## src/flag_bank_pkg.sv

```systemverilog
// Purpose: Shared constants and carriers for the peripheral interrupt flag bank
// Assumes: AHB-Lite register access, 32-bit data, one register per aligned word
// Notes:   Printed offsets are register indices; byte address is four times the index
package flag_bank_pkg;

    // ****************************************************************
    // Register indices (byte address is four times the index)
    // ****************************************************************
    localparam logic [11:0] IDX_CLOCK_CONV   = 12'h0_EC6;
    localparam logic [11:0] IDX_ANALOG       = 12'h0_EC7;
    localparam logic [11:0] IDX_SERIAL       = 12'h0_EC8;
    localparam logic [11:0] IDX_TIMER        = 12'h0_EC9;
    localparam logic [11:0] IDX_CELL_GATE    = 12'h0_ECA;
    localparam logic [11:0] IDX_CELL_CAPTURE = 12'h0_ECB;
    // Buffer access strobes for the async serial units
    localparam logic [11:0] IDX_ASYNC_BUF    = 12'h0_ED0;

    // ****************************************************************
    // Reset values and implemented bit masks
    // ****************************************************************
    localparam logic [7:0] RST_FLAGS        = 8'h00;
    localparam logic [7:0] MASK_CLOCK_CONV  = 8'h43;
    localparam logic [7:0] MASK_ANALOG      = 8'hC3;
    localparam logic [7:0] MASK_SERIAL_RW   = 8'h0F;
    localparam logic [7:0] MASK_TIMER       = 8'h3F;
    localparam logic [7:0] MASK_CELL_GATE   = 8'hF7;
    localparam logic [7:0] MASK_CELL_CAP    = 8'hF3;

    // ****************************************************************
    // Bit positions
    // ****************************************************************
    localparam int BIT_CLOCK_SWITCH  = 6;
    localparam int BIT_CONV_THRESH   = 1;
    localparam int BIT_CONV_DONE     = 0;
    localparam int BIT_VOLT_DETECT   = 7;
    localparam int BIT_ZERO_CROSS    = 6;
    localparam int BIT_RX_ONE        = 5;
    localparam int BIT_RX_TWO        = 7;
    localparam int BIT_TX_ONE        = 4;
    localparam int BIT_TX_TWO        = 6;
    localparam int BIT_CAPCOMP_TWO   = 1;
    localparam int BIT_CAPCOMP_ONE   = 0;

    // ****************************************************************
    // Carriers and modes
    // ****************************************************************
    typedef enum logic [1:0] {CC_CAPTURE, CC_COMPARE, CC_PWM, CC_OFF} capcomp_mode_e;

    typedef struct packed {
        logic       clock_switch_ready;
        logic       conv_threshold;
        logic       conv_done;
        logic       voltage_detect;
        logic       zero_cross_out;
        logic [1:0] comparator_out;
        logic [1:0] bus_collision;
        logic [1:0] sync_port_done;
        logic [2:0] short_timer_match;
        logic [2:0] long_timer_overflow;
        logic [2:0] long_timer_gate;
        logic [7:0] logic_cell;
        logic [1:0] capture_event;
        logic [1:0] compare_event;
    } events_s;

    typedef struct packed {
        logic [1:0] rx_full;
        logic [1:0] tx_empty;
    } async_state_s;

    typedef struct packed {
        logic [7:0] clock_conv;
        logic [7:0] analog;
        logic [7:0] serial;
        logic [7:0] timer;
        logic [7:0] cell_gate;
        logic [7:0] cell_capture;
    } flags_s;

endpackage

```

## src/flag_bank_top.sv

```systemverilog
// Function
// [RULE1] Clock switch ready sets bit 6
// [RULE2] Clock switch flag never requests wake
// [RULE3] Converter threshold event sets bit 1
// [RULE4] Conversion done sets bit 0
// [RULE5] Voltage detect event sets bit 7
// [RULE6] Zero cross output change sets bit 6
// [RULE7] Comparator output change sets bits 0,1
// [RULE8] Receive flags follow buffer full, read-only
// [RULE9] Transmit flags follow buffer empty, read-only
// [RULE10] Bus collision sets bits 1 and 3
// [RULE11] Sync port completion sets bits 0,2
// [RULE12] Short timer period match sets 5,3,1
// [RULE13] Long timer overflow sets 4,2,0
// [RULE14] Eight logic cell flags at 4..7
// [RULE15] Long timer gate events set 2,1,0
// [RULE16] Capture mode capture sets unit flag
// [RULE17] Compare mode match sets unit flag
// [RULE18] PWM mode leaves unit flag unused
// [RULE19] Flags set regardless of any enable
// [RULE20] Set beats simultaneous software clear
//
// Purpose: Peripheral interrupt request flag bank behind an AHB-Lite slave
// Assumes: Event inputs are synchronous single-cycle pulses; detector outputs are pins
// Notes:   Writing one to a read/write flag leaves it, writing zero clears it
//
// The implementer's own choice: the AHB-Lite slave port.
`timescale 1ns/1ps
module flag_bank_top (
    // Clock and reset
    input  wire logic                         SYS_CLK,
    input  wire logic                         RST_N,
    // AHB-Lite slave
    input  wire logic                         HSEL,
    input  wire logic [31:0]                  HADDR,
    input  wire logic [1:0]                   HTRANS,
    input  wire logic                         HWRITE,
    input  wire logic [2:0]                   HSIZE,
    input  wire logic [31:0]                  HWDATA,
    input  wire logic                         HREADY,
    output      logic [31:0]                  HRDATA,
    output      logic                         HREADYOUT,
    output      logic                         HRESP,
    // Peripheral events
    input  wire flag_bank_pkg::events_s       EVENTS,
    input  wire flag_bank_pkg::async_state_s  ASYNC_STATE,
    input  wire flag_bank_pkg::capcomp_mode_e CAPCOMP_ONE_MODE,
    input  wire flag_bank_pkg::capcomp_mode_e CAPCOMP_TWO_MODE,
    // Asynchronous detector outputs
    input  wire logic                         ZERO_CROSS_PIN,
    input  wire logic [1:0]                   COMPARATOR_PIN,
    // Buffer access strobes to the async serial units
    output      logic [1:0]                   ASYNC_RX_READ,
    output      logic [1:0]                   ASYNC_TX_WRITE,
    // Flag outputs
    output      flag_bank_pkg::flags_s        FLAGS,
    output      logic                         WAKE_REQUEST
);

    // ****************************************************************
    // Bus address phase capture
    // ****************************************************************
    logic        wr_q;
    logic        wr_d;
    logic        rd_q;
    logic        rd_d;
    logic [11:0] idx_q;
    logic [11:0] idx_d;
    logic        take;

    assign take  = HSEL && HREADY && HTRANS[1];
    assign wr_d  = take && HWRITE;
    assign rd_d  = take && !HWRITE;
    assign idx_d = take ? HADDR[13:2] : idx_q;

    always_ff @(posedge SYS_CLK or negedge RST_N) begin
        if (!RST_N) begin
            wr_q  <= 1'b0;
            rd_q  <= 1'b0;
            idx_q <= 12'h0_000;
        end else begin
            wr_q  <= wr_d;
            rd_q  <= rd_d;
            idx_q <= idx_d;
        end
    end

    assign HREADYOUT = 1'b1;
    assign HRESP     = 1'b0;

    // ****************************************************************
    // Write decode
    // ****************************************************************
    wire wr_clock_conv = wr_q && (idx_q == flag_bank_pkg::IDX_CLOCK_CONV);
    wire wr_analog     = wr_q && (idx_q == flag_bank_pkg::IDX_ANALOG);
    wire wr_serial     = wr_q && (idx_q == flag_bank_pkg::IDX_SERIAL);
    wire wr_timer      = wr_q && (idx_q == flag_bank_pkg::IDX_TIMER);
    wire wr_cell_gate  = wr_q && (idx_q == flag_bank_pkg::IDX_CELL_GATE);
    wire wr_cell_cap   = wr_q && (idx_q == flag_bank_pkg::IDX_CELL_CAPTURE);
    wire wr_buf        = wr_q && (idx_q == flag_bank_pkg::IDX_ASYNC_BUF);
    wire rd_buf        = rd_q && (idx_q == flag_bank_pkg::IDX_ASYNC_BUF);

    wire [7:0] clr_bits = ~HWDATA[7:0];

    // Buffer window: bit 0 selects unit one, bit 1 unit two
    assign ASYNC_TX_WRITE = wr_buf ? HWDATA[1:0] : 2'b00; // [RULE9]
    assign ASYNC_RX_READ  = rd_buf ? HWDATA[1:0] : 2'b00; // [RULE8]

    // ****************************************************************
    // Detector synchronisers and change detection
    // ****************************************************************
    logic [2:0] det_meta_q;
    logic [2:0] det_sync_q;
    logic [2:0] det_prev_q;

    always_ff @(posedge SYS_CLK or negedge RST_N) begin
        if (!RST_N) begin
            det_meta_q <= 3'h0;
            det_sync_q <= 3'h0;
            det_prev_q <= 3'h0;
        end else begin
            det_meta_q <= {ZERO_CROSS_PIN, COMPARATOR_PIN};
            det_sync_q <= det_meta_q;
            det_prev_q <= det_sync_q;
        end
    end

    // Prev starts at zero, so a pin high at reset reads as one change
    wire [2:0] det_change = det_sync_q ^ det_prev_q;

    // ****************************************************************
    // Set vectors, independent of any enable
    // ****************************************************************
    wire cap_one = (CAPCOMP_ONE_MODE == flag_bank_pkg::CC_CAPTURE) && EVENTS.capture_event[0];
    wire cap_two = (CAPCOMP_TWO_MODE == flag_bank_pkg::CC_CAPTURE) && EVENTS.capture_event[1];
    wire cmp_one = (CAPCOMP_ONE_MODE == flag_bank_pkg::CC_COMPARE) && EVENTS.compare_event[0];
    wire cmp_two = (CAPCOMP_TWO_MODE == flag_bank_pkg::CC_COMPARE) && EVENTS.compare_event[1];

    logic [7:0] set_clock_conv;
    logic [7:0] set_analog;
    logic [7:0] set_serial;
    logic [7:0] set_timer;
    logic [7:0] set_cell_gate;
    logic [7:0] set_cell_cap;

    always_comb begin // [RULE19]
        set_clock_conv = 8'h00;
        set_clock_conv[flag_bank_pkg::BIT_CLOCK_SWITCH] = EVENTS.clock_switch_ready; // [RULE1]
        set_clock_conv[flag_bank_pkg::BIT_CONV_THRESH]  = EVENTS.conv_threshold; // [RULE3]
        set_clock_conv[flag_bank_pkg::BIT_CONV_DONE]    = EVENTS.conv_done; // [RULE4]
        set_analog = {6'h00, det_change[1:0]}; // [RULE7]
        set_analog[flag_bank_pkg::BIT_VOLT_DETECT] = EVENTS.voltage_detect; // [RULE5]
        set_analog[flag_bank_pkg::BIT_ZERO_CROSS]  = det_change[2]; // [RULE6]
        set_serial = {4'h0, EVENTS.bus_collision[1], EVENTS.sync_port_done[1],
                      EVENTS.bus_collision[0], EVENTS.sync_port_done[0]}; // [RULE10] [RULE11]
        set_timer = {2'b00,
                     EVENTS.short_timer_match[2], EVENTS.long_timer_overflow[2],
                     EVENTS.short_timer_match[1], EVENTS.long_timer_overflow[1],
                     EVENTS.short_timer_match[0],
                     EVENTS.long_timer_overflow[0]}; // [RULE12] [RULE13]
        set_cell_gate = {EVENTS.logic_cell[3:0], 1'b0, EVENTS.long_timer_gate}; // [RULE14] [RULE15]
        set_cell_cap = {EVENTS.logic_cell[7:4], 4'h0}; // [RULE14]
        // PWM mode and off gate both events out
        set_cell_cap[flag_bank_pkg::BIT_CAPCOMP_ONE] = cap_one || cmp_one; // [RULE16] [RULE17] [RULE18]
        set_cell_cap[flag_bank_pkg::BIT_CAPCOMP_TWO] = cap_two || cmp_two; // [RULE16] [RULE17] [RULE18]
    end

    // ****************************************************************
    // Flag banks
    // ****************************************************************
    logic [7:0] f_clock_conv;
    logic [7:0] f_analog;
    logic [7:0] f_serial_rw;
    logic [7:0] f_timer;
    logic [7:0] f_cell_gate;
    logic [7:0] f_cell_cap;

    // One wide bank: every register shares the same set-wins update
    sticky_flag #(.W(48)) u_flags (
        .clk    (SYS_CLK),
        .rst_n  (RST_N),
        .set_i  ({set_clock_conv, set_analog, set_serial,
                  set_timer, set_cell_gate, set_cell_cap}),
        .clr_i  ({wr_clock_conv ? clr_bits : 8'h00, wr_analog ? clr_bits : 8'h00,
                  wr_serial ? clr_bits : 8'h00, wr_timer ? clr_bits : 8'h00,
                  wr_cell_gate ? clr_bits : 8'h00, wr_cell_cap ? clr_bits : 8'h00}),
        .mask_i ({flag_bank_pkg::MASK_CLOCK_CONV, flag_bank_pkg::MASK_ANALOG,
                  flag_bank_pkg::MASK_SERIAL_RW, flag_bank_pkg::MASK_TIMER,
                  flag_bank_pkg::MASK_CELL_GATE, flag_bank_pkg::MASK_CELL_CAP}),
        .flag_o ({f_clock_conv, f_analog, f_serial_rw, f_timer, f_cell_gate, f_cell_cap})
    );

    // ****************************************************************
    // Read-only async serial flags
    // ****************************************************************
    logic [3:0] async_q;

    // Level mirrors of the unit state; writes never touch these bits
    always_ff @(posedge SYS_CLK or negedge RST_N) begin
        if (!RST_N) begin
            async_q <= 4'h0;
        end else begin
            async_q <= {ASYNC_STATE.rx_full, ASYNC_STATE.tx_empty}; // [RULE8] [RULE9]
        end
    end

    logic [7:0] f_serial;

    always_comb begin
        f_serial = f_serial_rw;
        f_serial[flag_bank_pkg::BIT_RX_TWO] = async_q[3]; // [RULE8]
        f_serial[flag_bank_pkg::BIT_RX_ONE] = async_q[2]; // [RULE8]
        f_serial[flag_bank_pkg::BIT_TX_TWO] = async_q[1]; // [RULE9]
        f_serial[flag_bank_pkg::BIT_TX_ONE] = async_q[0]; // [RULE9]
    end

    assign FLAGS = '{clock_conv:   f_clock_conv,
                     analog:       f_analog,
                     serial:       f_serial,
                     timer:        f_timer,
                     cell_gate:    f_cell_gate,
                     cell_capture: f_cell_cap};

    // Clock switch bit is left out so it can never pull the core out of sleep
    wire [7:0] wake_clock_conv = f_clock_conv &
                                 ~(8'h01 << flag_bank_pkg::BIT_CLOCK_SWITCH); // [RULE2]
    assign WAKE_REQUEST = |{wake_clock_conv, f_analog, f_serial, f_timer,
                            f_cell_gate, f_cell_cap}; // [RULE2]

    // ****************************************************************
    // Read mux
    // ****************************************************************
    logic [7:0] rd_byte;

    always_comb begin
        case (idx_q)
            flag_bank_pkg::IDX_CLOCK_CONV:   rd_byte = f_clock_conv;
            flag_bank_pkg::IDX_ANALOG:       rd_byte = f_analog;
            flag_bank_pkg::IDX_SERIAL:       rd_byte = f_serial;
            flag_bank_pkg::IDX_TIMER:        rd_byte = f_timer;
            flag_bank_pkg::IDX_CELL_GATE:    rd_byte = f_cell_gate;
            flag_bank_pkg::IDX_CELL_CAPTURE: rd_byte = f_cell_cap;
            default:                         rd_byte = 8'h00;
        endcase
    end

    assign HRDATA = {24'h00_0000, rd_q ? rd_byte : 8'h00};

endmodule

```

## src/sticky_flag.sv

```systemverilog
// Purpose: One bank of software-cleared sticky flags
// Assumes: Set pulses are synchronous to the clock
// Notes:   A set in the clearing cycle wins
`timescale 1ns/1ps
module sticky_flag #(
    parameter int W = 8
) (
    // Clock and reset
    input  wire logic         clk,
    input  wire logic         rst_n,
    // Control
    input  wire logic [W-1:0] set_i,
    input  wire logic [W-1:0] clr_i,
    input  wire logic [W-1:0] mask_i,
    // State
    output      logic [W-1:0] flag_o
);

    logic [W-1:0] flag_q;
    logic [W-1:0] flag_d;

    assign flag_d = ((flag_q & ~clr_i) | set_i) & mask_i; // [RULE20]
    assign flag_o = flag_q;

    always_ff @(posedge clk or negedge rst_n) begin
        if (!rst_n) begin
            flag_q <= '0;
        end else begin
            flag_q <= flag_d;
        end
    end

endmodule

```

## config.mk

```make
export PLATFORM = sky130hd
export DESIGN_NAME = flag_bank_top
export DESIGN_NICKNAME = d
export VERILOG_FILES = /design/src/flag_bank_pkg.sv /design/src/flag_bank_top.sv /design/src/sticky_flag.sv
export SDC_FILE = /design/constraint.sdc
export NUM_CORES = 1
export LEC_CHECK = 0
export ABC_AREA = 1
export BUFFER_PORTS_ARGS = -buffer_cell sky130_fd_sc_hd__buf_2
export CAP_MARGIN = 20
export CORE_MARGIN = 5
export CORE_UTILIZATION = 38
export CTS_CLUSTER_SIZE = 24
export DETAILED_ROUTE_END_ITERATION = 7
export PLACE_DENSITY = 0.77
export SLEW_MARGIN = 25
export SYNTH_ARGS = -nofsm -noshare
export SYNTH_HDL_FRONTEND = slang
export SYNTH_SLANG_ARGS = --single-unit
```

## constraint.sdc

```tcl
create_clock -name SYS_CLK -period 1.5 [get_ports SYS_CLK]
set_input_delay 0.3 -clock SYS_CLK [delete_from_list [all_inputs] [get_ports SYS_CLK]]
set_output_delay 0.3 -clock SYS_CLK [all_outputs]
set_load 0.01 [all_outputs]
```

==> impl_results.md, run 1 <==
- Cell count after synthesis: 352
- Maximum VDD drop: 0.000385 V
- Register area share after synthesis: 0.467
- Number of fill cells: 684
- HP Class: in2reg
- CP arrival: 1.81 ns
- Die Wd: 99.6 um
- Final antenna diode count: 0
- Worst hold margin: 0.0772 ns
- Number of global-route vias before repair: 3052
- Met1 usage: 0.224
- Most frequent cells in the layout: buf_2 (112), dfrtp_1 (57), buf_4 (53), conb_1 (40), inv_1 (39)
- Via-per-instance ratio: 4.89
- Placer Congestion: 0.913
- Fmax: 474 MHz
- Placed insts: 614
- Grt total ovfl: 0
- Clock sinks: 57
- Gr busiest metal: met2
- Most common cell after layout, fill and taps aside: buf_2
- Num rows: 32
- Status: finished with violations
- Cell Pwr Density: 806 nW/um^2
- Critical path's largest stage delay: 0.41 ns
- Initial core utilization: 0.393
- I/O pin total: 204
- Critical Path RT: 1.20 ns
- P_leak: 2.17 nW
- Violated checks: negative setup slack
- Syn Area/Cell: 8.67 sq um
- Period utilization: 1.41
- CP Cell Sequence: nor2_4, nand2_4, nor2_4, nand3_1, nand3_1, nor2_1, nor2_1, buf_2
- Final min period: 2.11 ns
- Die H: 99.6 um
- Area of the multi-input gates: 1480 sq um
- Crit start category: flip-flop
- Setup ws final: -0.610 ns
- # Max-Cap Violations: 0
- Yosys reg bits: 57
- GRT met3 Usage: 0.0463
- Nets: 648
- Met2 usage: 0.332
- Setup Skew: 0.0116 ns
- Worst setup path category: reg2out
- Full die area: 9930 sq um
- Final ANT Viol Nets: 0
- H-tree levels: 3
- Clk pin slew, worst setup/hold paths: 0.06 ns
- # setup viols final: 31
- Synthesized area: 3050 sq um
- Drt first pass iters: 5
- Fraction of layout cells with a size suffix above 1: 0.481
- Clock Tree Root: clkbuf_8
- Vias: 3118
- # DRC: 0
- CP endpoint kind: primary output
- Post-layout power: 3.58 mW
- Crit-path max FO: 6
- Core area: 7770 sq um
- Final-report hold violation count: 0
- Final Max Tran Viols: 0
- CTS Buf Count: 9
- Number of library cell types mapped by synthesis: 29
- GRT Util Overall: 0.189
- Worst-case clock buffer depth: 2
- Fin util: 0.572
- Layout area overhead: 45.6%
- Worst path bufs/invs: 1
- Drt total wl: 9820 um
- Detailed Place HPWL: 7420 um
- CP max-delay cell: dfrtp_1
- TritonCTS clock tree: yes
- Iter 0 DRT Violations: 132
- Clock latency on the worst-skew pair: 0.33 ns
- Top delay family on crit path: simple AND/OR/NAND/NOR gates
- I/O Buffers: 112
- RSZ-0062 raised after global routing: true
- Drt wl/cell: 15.4 um
- Non-Filler Instances: 638
- Initial antenna violation count: 0
- Register area: 1430 sq um
- Largest net degree at the start of global routing: 47
- Yosys warns: 0
- First-pass GRT wire length: 14800 um
-- state kept, by name (all words and copies together) (netlist names) --
name            flops
u_flags.flag_o     30
idx_q              12
det_meta_q          3
rd_q                1
det_sync_q          3
wr_q                1
det_prev_q          3
async_q             4
-- synthesized netlist by cell type --
library cell	n	area, sq um
a21o_1	1	7.51
a21oi_1	8	40.0
a21oi_2	3	26.3
buf_2	1	5.00
buf_4	40	300
buf_6	3	33.8
clkbuf_1	1	3.75
conb_1	2	7.51
dfrtp_1	57	1430
inv_1	41	154
inv_2	4	15.0
mux2_2	6	67.6
nand2_1	44	165
nand2_2	3	18.8
nand2_4	3	33.8
nand3_1	38	190
nand3_2	1	10.0
nand3_4	1	17.5
nand4_1	5	31.3
nor2_1	31	116
nor2_2	1	6.26
nor2_4	7	78.8
nor3_1	7	35.0
nor4_1	9	56.3
o21ai_0	19	95.1
o21ai_1	5	25.0
o21bai_1	4	30.0
o31ai_1	4	30.0
xnor2_1	3	26.3
-- layout make-up --
class | count | area share
Timing Repair Buffer | 174 | 0.240
Multi-Input combinational cell | 244 | 0.333
Clock inverter | 3 | 0.00338
Clock buffer | 13 | 0.0357
Tap cell | 102 | 0.0287
Sequential cell | 57 | 0.321
Inverter | 45 | 0.0386
-- metal layers --
metal	wire length [um]	up-vias
met1	3700	1486
met2	4960	181
met4	223	0
met3	935	19
li1	-	1432
met5	0	-
-- final timing paths --
kind,start,endpoint,slack [ns],cells past startpoint
max,idx_q[5],HRDATA[1],-0.61,8
min,ASYNC_STATE[2],async_q[2],0.08,1
max reg2reg,idx_q[5],u_flags.flag_o[9],-0.13,8
min reg2reg,det_meta_q[2],det_sync_q[2],0.35,0
max in group asynchronous,RST_N,u_flags.flag_o[19],0.58,3
min in group asynchronous,RST_N,idx_q[8],0.38,2
-- metrics by stage --
step	setup TNS, ns	cell area (sq um)	setup slack [ns]
5_1_grt	-11.85	4450	-0.715
3_3_place_gp	-2.28	3980	-0.203
3_5_place_dp	-3.07	3980	-0.248
6_report	-8.27	4450	-0.610
4_1_cts	-7.13	4220	-0.586
2_1_floorplan	-0.512	3210	-0.0663
-- power by group --
group          leakage [nW]  switching [mW]  total, mW  internal (mW)
registers             0.577          0.0582       1.67           1.61
clock network        0.0932           0.580       1.26          0.682
logic                  1.50           0.361      0.651          0.290
total                  2.17           0.999       3.58           2.59
-- timing repair --
item,in CTS,in global routing
gates cloned,1,0
buffers inserted,1,5
endpoints found under the setup margin,33,42
hold buffers,1,0
endpoints found under the hold margin,11,0
pin swaps,4,21
gates resized for setup,12,59
-- cells by family (layout without fill, tap and decap cells) --
kind of cell / Yosys count / after routing / synth area share
AND/OR/NAND/NOR: 150 / 151 / 0.249
buffers and inverters: 90 / 235 / 0.168
flip-flops: 57 / 57 / 0.467
AO/OA/AOI/OAI: 44 / 44 / 0.0832
multiplexers: 6 / 6 / 0.0221
XOR/XNOR: 3 / 3 / 0.00861
other: 2 / 40 / 0.00246
No activity file was read; power rests on OpenSTA's default activity.
==> run 2, diff against run 1 <==
Settings changed: ABC_AREA 1 to unset.
==> impl_results.md, run 2 <==
- RSZ-0062 raised after global routing: true
- CP arrival: 1.93 ns
- Crit-path max FO: 4
- Critical path's largest stage delay: 0.44 ns
- Fraction of layout cells with a size suffix above 1: 0.566
- Drt first pass iters: 4
- Fmax: 447 MHz
- GRT Util Overall: 0.209
- Hold path cells: 1
- Most common cell in the netlist: dfrtp_1
- Hold EP: async_q[1]
- Final Max Tran Viols: 0
- CTS Buf Count: 9
- Post-synth ARST share: 1.00
- Number of library cell types mapped by synthesis: 45
- I/O pin total: 204
- Layout area overhead: 59.9%
- P_leak: 2.05 nW
- # DRC: 0
- Cell count after synthesis: 296
- Clock latency on the worst-skew pair: 0.35 ns
- Non-Filler Instances: 593
- Clock sinks: 57
- Reg2reg end: u_flags.flag_o[20]
- Full die area: 9940 sq um
- HP Class: in2reg
- Setup ws final: -0.735 ns
- Placed insts: 569
- H-tree levels: 3
- Clock Tree Root: clkbuf_8
- TritonCTS clock tree: yes
- CP max-delay cell: dfrtp_1
- Yosys reg bits: 57
- Final ANT Viol Nets: 0
- Die Wd: 99.7 um
- Final non-filler cell area: 4890 sq um
- Maximum VDD drop: 0.000851 V
- Status: finished with violations
- Yosys warns: 0
- Iter 0 DRT Violations: 146
- Top post-synthesis cells by count: dfrtp_1 (57), buf_4 (43), nor2_1 (32), a21oi_1 (14), nand2_1 (13)
- Critical Path RT: 1.20 ns
- Initial core utilization: 0.394
- I/O Buffers: 112
- Setup Skew: 0.0111 ns
- Initial antenna violation count: 0
- CP endpoint kind: primary output
- Die H: 99.7 um
- Number of global-route vias before repair: 3201
- First-pass GRT wire length: 16000 um
- Beginning of the worst hold path: ASYNC_STATE[1]
- Most frequent cells in the layout: buf_2 (107), dfrtp_1 (57), buf_4 (51), conb_1 (40), nor2_1 (29)
- Final min period: 2.23 ns
- # setup viols final: 43
- Largest net degree at the start of global routing: 58
- Via-per-instance ratio: 5.03
- Synth area leaders: dfrtp_1 (47%), buf_4 (11%), mux2_1 (4.1%)
- CP Cell Sequence: and4bb_4, nand2_4, a2111o_1, a21oi_2, buf_2
- Final antenna diode count: 0
- Grt total ovfl: 0
- Crit start category: flip-flop
- Reg2Reg Setup Slack: -0.38 ns
- Leading area contributor after synthesis: dfrtp_1
- Final-report hold violation count: 0
- Register area share after synthesis: 0.466
- Fin util: 0.629
- Detailed Place HPWL: 7640 um
- Dpl ws: -0.409 ns
- Worst setup path category: reg2out
- Synthesized area: 3060 sq um
- Period utilization: 1.49
- Core area: 7770 sq um
- Most common cell after layout, fill and taps aside: buf_2
- Placed Area: 4120 sq um
- Worst-case clock buffer depth: 2
- Clk pin slew, worst setup/hold paths: 0.07 ns
- Syn Area/Cell: 10.3 sq um
- Drt total wl: 10600 um
- Drt wl/cell: 17.9 um
- Vias: 2983
- Ys flop type: dfrtp_1
- FF-to-FF path depth: 8
- Crit Reg-Reg Startpoint: idx_q[8]
- Cell Pwr Density: 879 nW/um^2
- Nets: 603
- EDFF count, synth: 0
- Yosys top cell area share: 0.466
- Largest register FFs: 30
- Violated checks: negative setup slack
- Num rows: 32
- # Max-Cap Violations: 0
- Placer Congestion: 0.867
-- run 2: final cells by class --
class | count | area, sq um
clock inverter | 5 | 103
fill | 613 | 2880
clock buffer | 11 | 141
multi-input combinational | 228 | 1780
inverter | 1 | 3.75
tap | 102 | 128
timing repair buffer | 189 | 1310
sequential | 57 | 1430
-- run 2: report_power, final --
group          internal, mW  switching, mW
logic                 0.399          0.425
registers              1.62         0.0707
clock network          1.15          0.637
-- run 2: cell families (layout without fill, tap and decap cells) --
group / count (synthesis) / in the layout / share of synthesized area
and+or+nand+nor: 112 / 112 / 0.215
xor gates and xnor gates: 3 / 3 / 0.00859
AOI/OAI and AO/OA: 52 / 52 / 0.117
buffers and inverters: 49 / 206 / 0.115
muxes: 21 / 21 / 0.0761
DFF: 57 / 57 / 0.466
other: 2 / 40 / 0.00246
-- run 2: stage by stage --
step	TNS [ns]	hold slack, ns	power [mW]
2_1_floorplan	-0.851	0.00441	2.09
3_3_place_gp	-5.36	0.321	2.34
3_5_place_dp	-6.38	0.327	2.36
4_1_cts	-10.69	0.0406	4.21
5_1_grt	-15.30	0.0391	4.46
6_report	-12.39	0.0578	4.30
-- run 2: critical path, delay by kind of cell (launching register included) --
family,cells,cell delay (ns)
AND/OR/NAND/NOR,2,0.49
AO/OA/AOI/OAI,2,0.49
flip-flops,1,0.44
buffers and inverters,1,0.16
-- run 2: timing repair --
action,4_1_cts,5_1_grt
setup buffers,6,5
pin swaps,34,12
setup endpoints to repair,42,43
hold endpoints to repair,57,0
resized for setup,57,34
hold buffers,1,0
-- run 2: worst max path at each step --
stage	start	to	slack [ns]	cells past startpoint
final	idx_q[5]	HRDATA[6]	-0.73	5
after global routing	idx_q[2]	HRDATA[6]	-0.79	6
after CTS	idx_q[4]	HRDATA[7]	-0.67	5
after detailed placement	u_flags.flag_o[9]	WAKE_REQUEST	-0.41	7
after global placement	u_flags.flag_o[9]	WAKE_REQUEST	-0.38	7
after floorplan	idx_q[5]	HRDATA[6]	-0.16	4
-- run 2: per-layer routing --
metal	vias to the layer above	global-route usage	wire, um
met5	-	0	0
met1	1432	0.243	4050
met3	34	0.0617	939
li1	1356	-	-
met4	0	0.0977	352
met2	161	0.352	5260
==> run 3, diff against run 2 <==
Settings changed: BUFFER_PORTS_ARGS -buffer_cell sky130_fd_sc_hd__buf_2 to unset, CORE_UTILIZATION 38 to 39, DONT_BUFFER_PORTS set to 1, PLACE_DENSITY 0.77 to unset.
==> impl_results.md, run 3 (synthesized netlist as in run 2, its figures left out) <==
- Core area: 7690 sq um
- Placer Congestion: 0.808
- CP endpoint kind: primary output
- Period utilization: 1.41
- Largest register FFs: 30
- CP arrival: 1.81 ns
- Clk pin slew, worst setup/hold paths: 0.07 ns
- P_leak: 1.69 nW
- CP max-delay cell: dfrtp_2
- Setup Skew: 0.00643 ns
- FF-to-FF path depth: 9
- Worst setup path category: reg2out
- Iter 0 DRT Violations: 57
- Crit-path max FO: 5
- Worst path bufs/invs: 0
- Hold buffers post-CTS: 7
- Drt first pass iters: 4
- Final non-filler cell area: 4370 sq um
- Num rows: 32
- Non-Filler Instances: 496
- Post-layout power: 3.68 mW
- Crit start category: flip-flop
- TritonCTS clock tree: yes
- # Max-Cap Violations: 0
- Top delay family on crit path: compound AO/OA/AOI/OAI gates
- Reg2reg end: u_flags.flag_o[10]
- Detailed Place HPWL: 7030 um
- GRT Util Overall: 0.190
- Worst-case clock buffer depth: 2
- Drt wl/cell: 19.1 um
- WP depth: 4
- Clock share of power: 0.351
- H-tree levels: 3
- Crit path to: HRDATA[6]
- CTS Buf Count: 9
- Sw Share: 0.300
- Cell Pwr Density: 841 nW/um^2
- Switch Pwr: 1.10 mW
- Via-per-instance ratio: 5.13
- Nets: 506
- Number of global-route vias before repair: 2714
- Die H: 98.6 um
- Final-report hold violation count: 57
- Largest net degree at the start of global routing: 58
- Clock latency on the worst-skew pair: 0.34 ns
- Critical path's largest stage delay: 0.46 ns
- Worst setup startpoint: idx_q[5]
- Combinational power share: 0.185
- Seq pwr share: 0.464
- Reg2Reg Setup Slack: -0.32 ns
- Placed Area: 3570 sq um
- HP Class: in2async
- # setup viols final: 39
- Violated checks: negative hold slack, negative setup slack
- I/O pin total: 204
- Initial antenna violation count: 0
- Final ANT Viol Nets: 0
- Setup ws final: -0.614 ns
- Final antenna diode count: 0
- Most frequent cells in the layout: buf_4 (66), dfrtp_1 (53), conb_1 (40), nor2_1 (29), buf_6 (15)
- Maximum VDD drop: 0.000632 V
- CP Cell Sequence: and4bb_4, nand2_4, a2111o_1, a21oi_2
- Drt total wl: 9450 um
- Crit Reg-Reg Startpoint: idx_q[8]
- Worst hold margin: -0.356 ns
- Clock Tree Root: clkbuf_8
- I/O Buffers: 0
- First-pass GRT wire length: 14400 um
- Most common cell after layout, fill and taps aside: buf_4
- Status: finished with violations
- Initial core utilization: 0.398
- Int Pwr: 2.57 mW
- Final min period: 2.11 ns
- Placed insts: 460
- Critical Path RT: 1.20 ns
- Full die area: 9710 sq um
- Fmax: 473 MHz
- Vias: 2545
- Die Wd: 98.6 um
- Fin Setup TNS: -11.09 ns
- Grt total ovfl: 0
- # DRC: 0
- Final Max Tran Viols: 0
- Layout area overhead: 42.8%
- RSZ-0062 raised after global routing: true
- Clock sinks: 57
- Fraction of layout cells with a size suffix above 1: 0.444
run 3: cell types whose count changed in the layout (fill, tap and decap cells not counted), sizes merged:
cell	previous run	this run
buf	188	85
dlygate4sd3	1	7
bufinv	3	0
clkbuf	11	9
clkinv	1	3
inv	1	3
clkinvlp	1	2
run 3: layout make-up:
cell class | count | area [sq um]
sequential | 57 | 1430
clock inverter | 7 | 55.1
clock buffer | 9 | 124
tap | 102 | 128
inverter | 1 | 3.75
fill | 665 | 3320
multi-input combinational | 228 | 1820
timing repair buffer | 92 | 810
run 3: routing by layer:
layer	wire length (um)	up-vias	track usage	share of wire
met5	0	-	0	0
met2	4720	134	0.317	0.50
li1	-	1165	-	-
met4	170	0	0.0630	0.018
met3	953	15	0.0807	0.10
met1	3610	1231	0.222	0.38
run 3: stage by stage:
| stage | setup slack [ns] | util |
|---|---|---|
| 2_1_floorplan | -0.161 | - |
| 3_3_place_gp | -0.317 | 0.465 |
| 4_1_cts | -0.627 | 0.545 |
| 3_5_place_dp | -0.349 | 0.465 |
| 5_1_grt | -0.666 | 0.568 |
| 6_report | -0.614 | 0.568 |
run 3: power by group through the flow:
stage,registers [mW],clock network [mW],logic (mW)
5_1_grt,1.71,1.40,0.732
3_3_place_gp,1.71,0,0.505
3_5_place_dp,1.72,0,0.513
4_1_cts,1.69,1.33,0.623
6_report,1.71,1.29,0.680
2_1_floorplan,1.70,0,0.393
run 3: timing repair:
action / CTS / global route
endpoints found under the hold margin: 64 / 57
buffers inserted: 14 / 4
gates resized for setup: 57 / 35
pin swaps: 35 / 26
setup endpoints to repair: 42 / 43
run 3: worst min-delay path by stage:
stage,startpoint,end,slack [ns],cells past startpoint
6_report,RST_N,idx_q[11],-0.36,0
2_1_floorplan,RST_N,async_q[0],0.004,0
4_1_cts,RST_N,idx_q[8],-0.37,0
5_1_grt,RST_N,u_flags.flag_o[19],-0.38,0
3_5_place_dp,RST_N,idx_q[11],0.006,0
3_3_place_gp,RST_N,idx_q[8],0.006,0
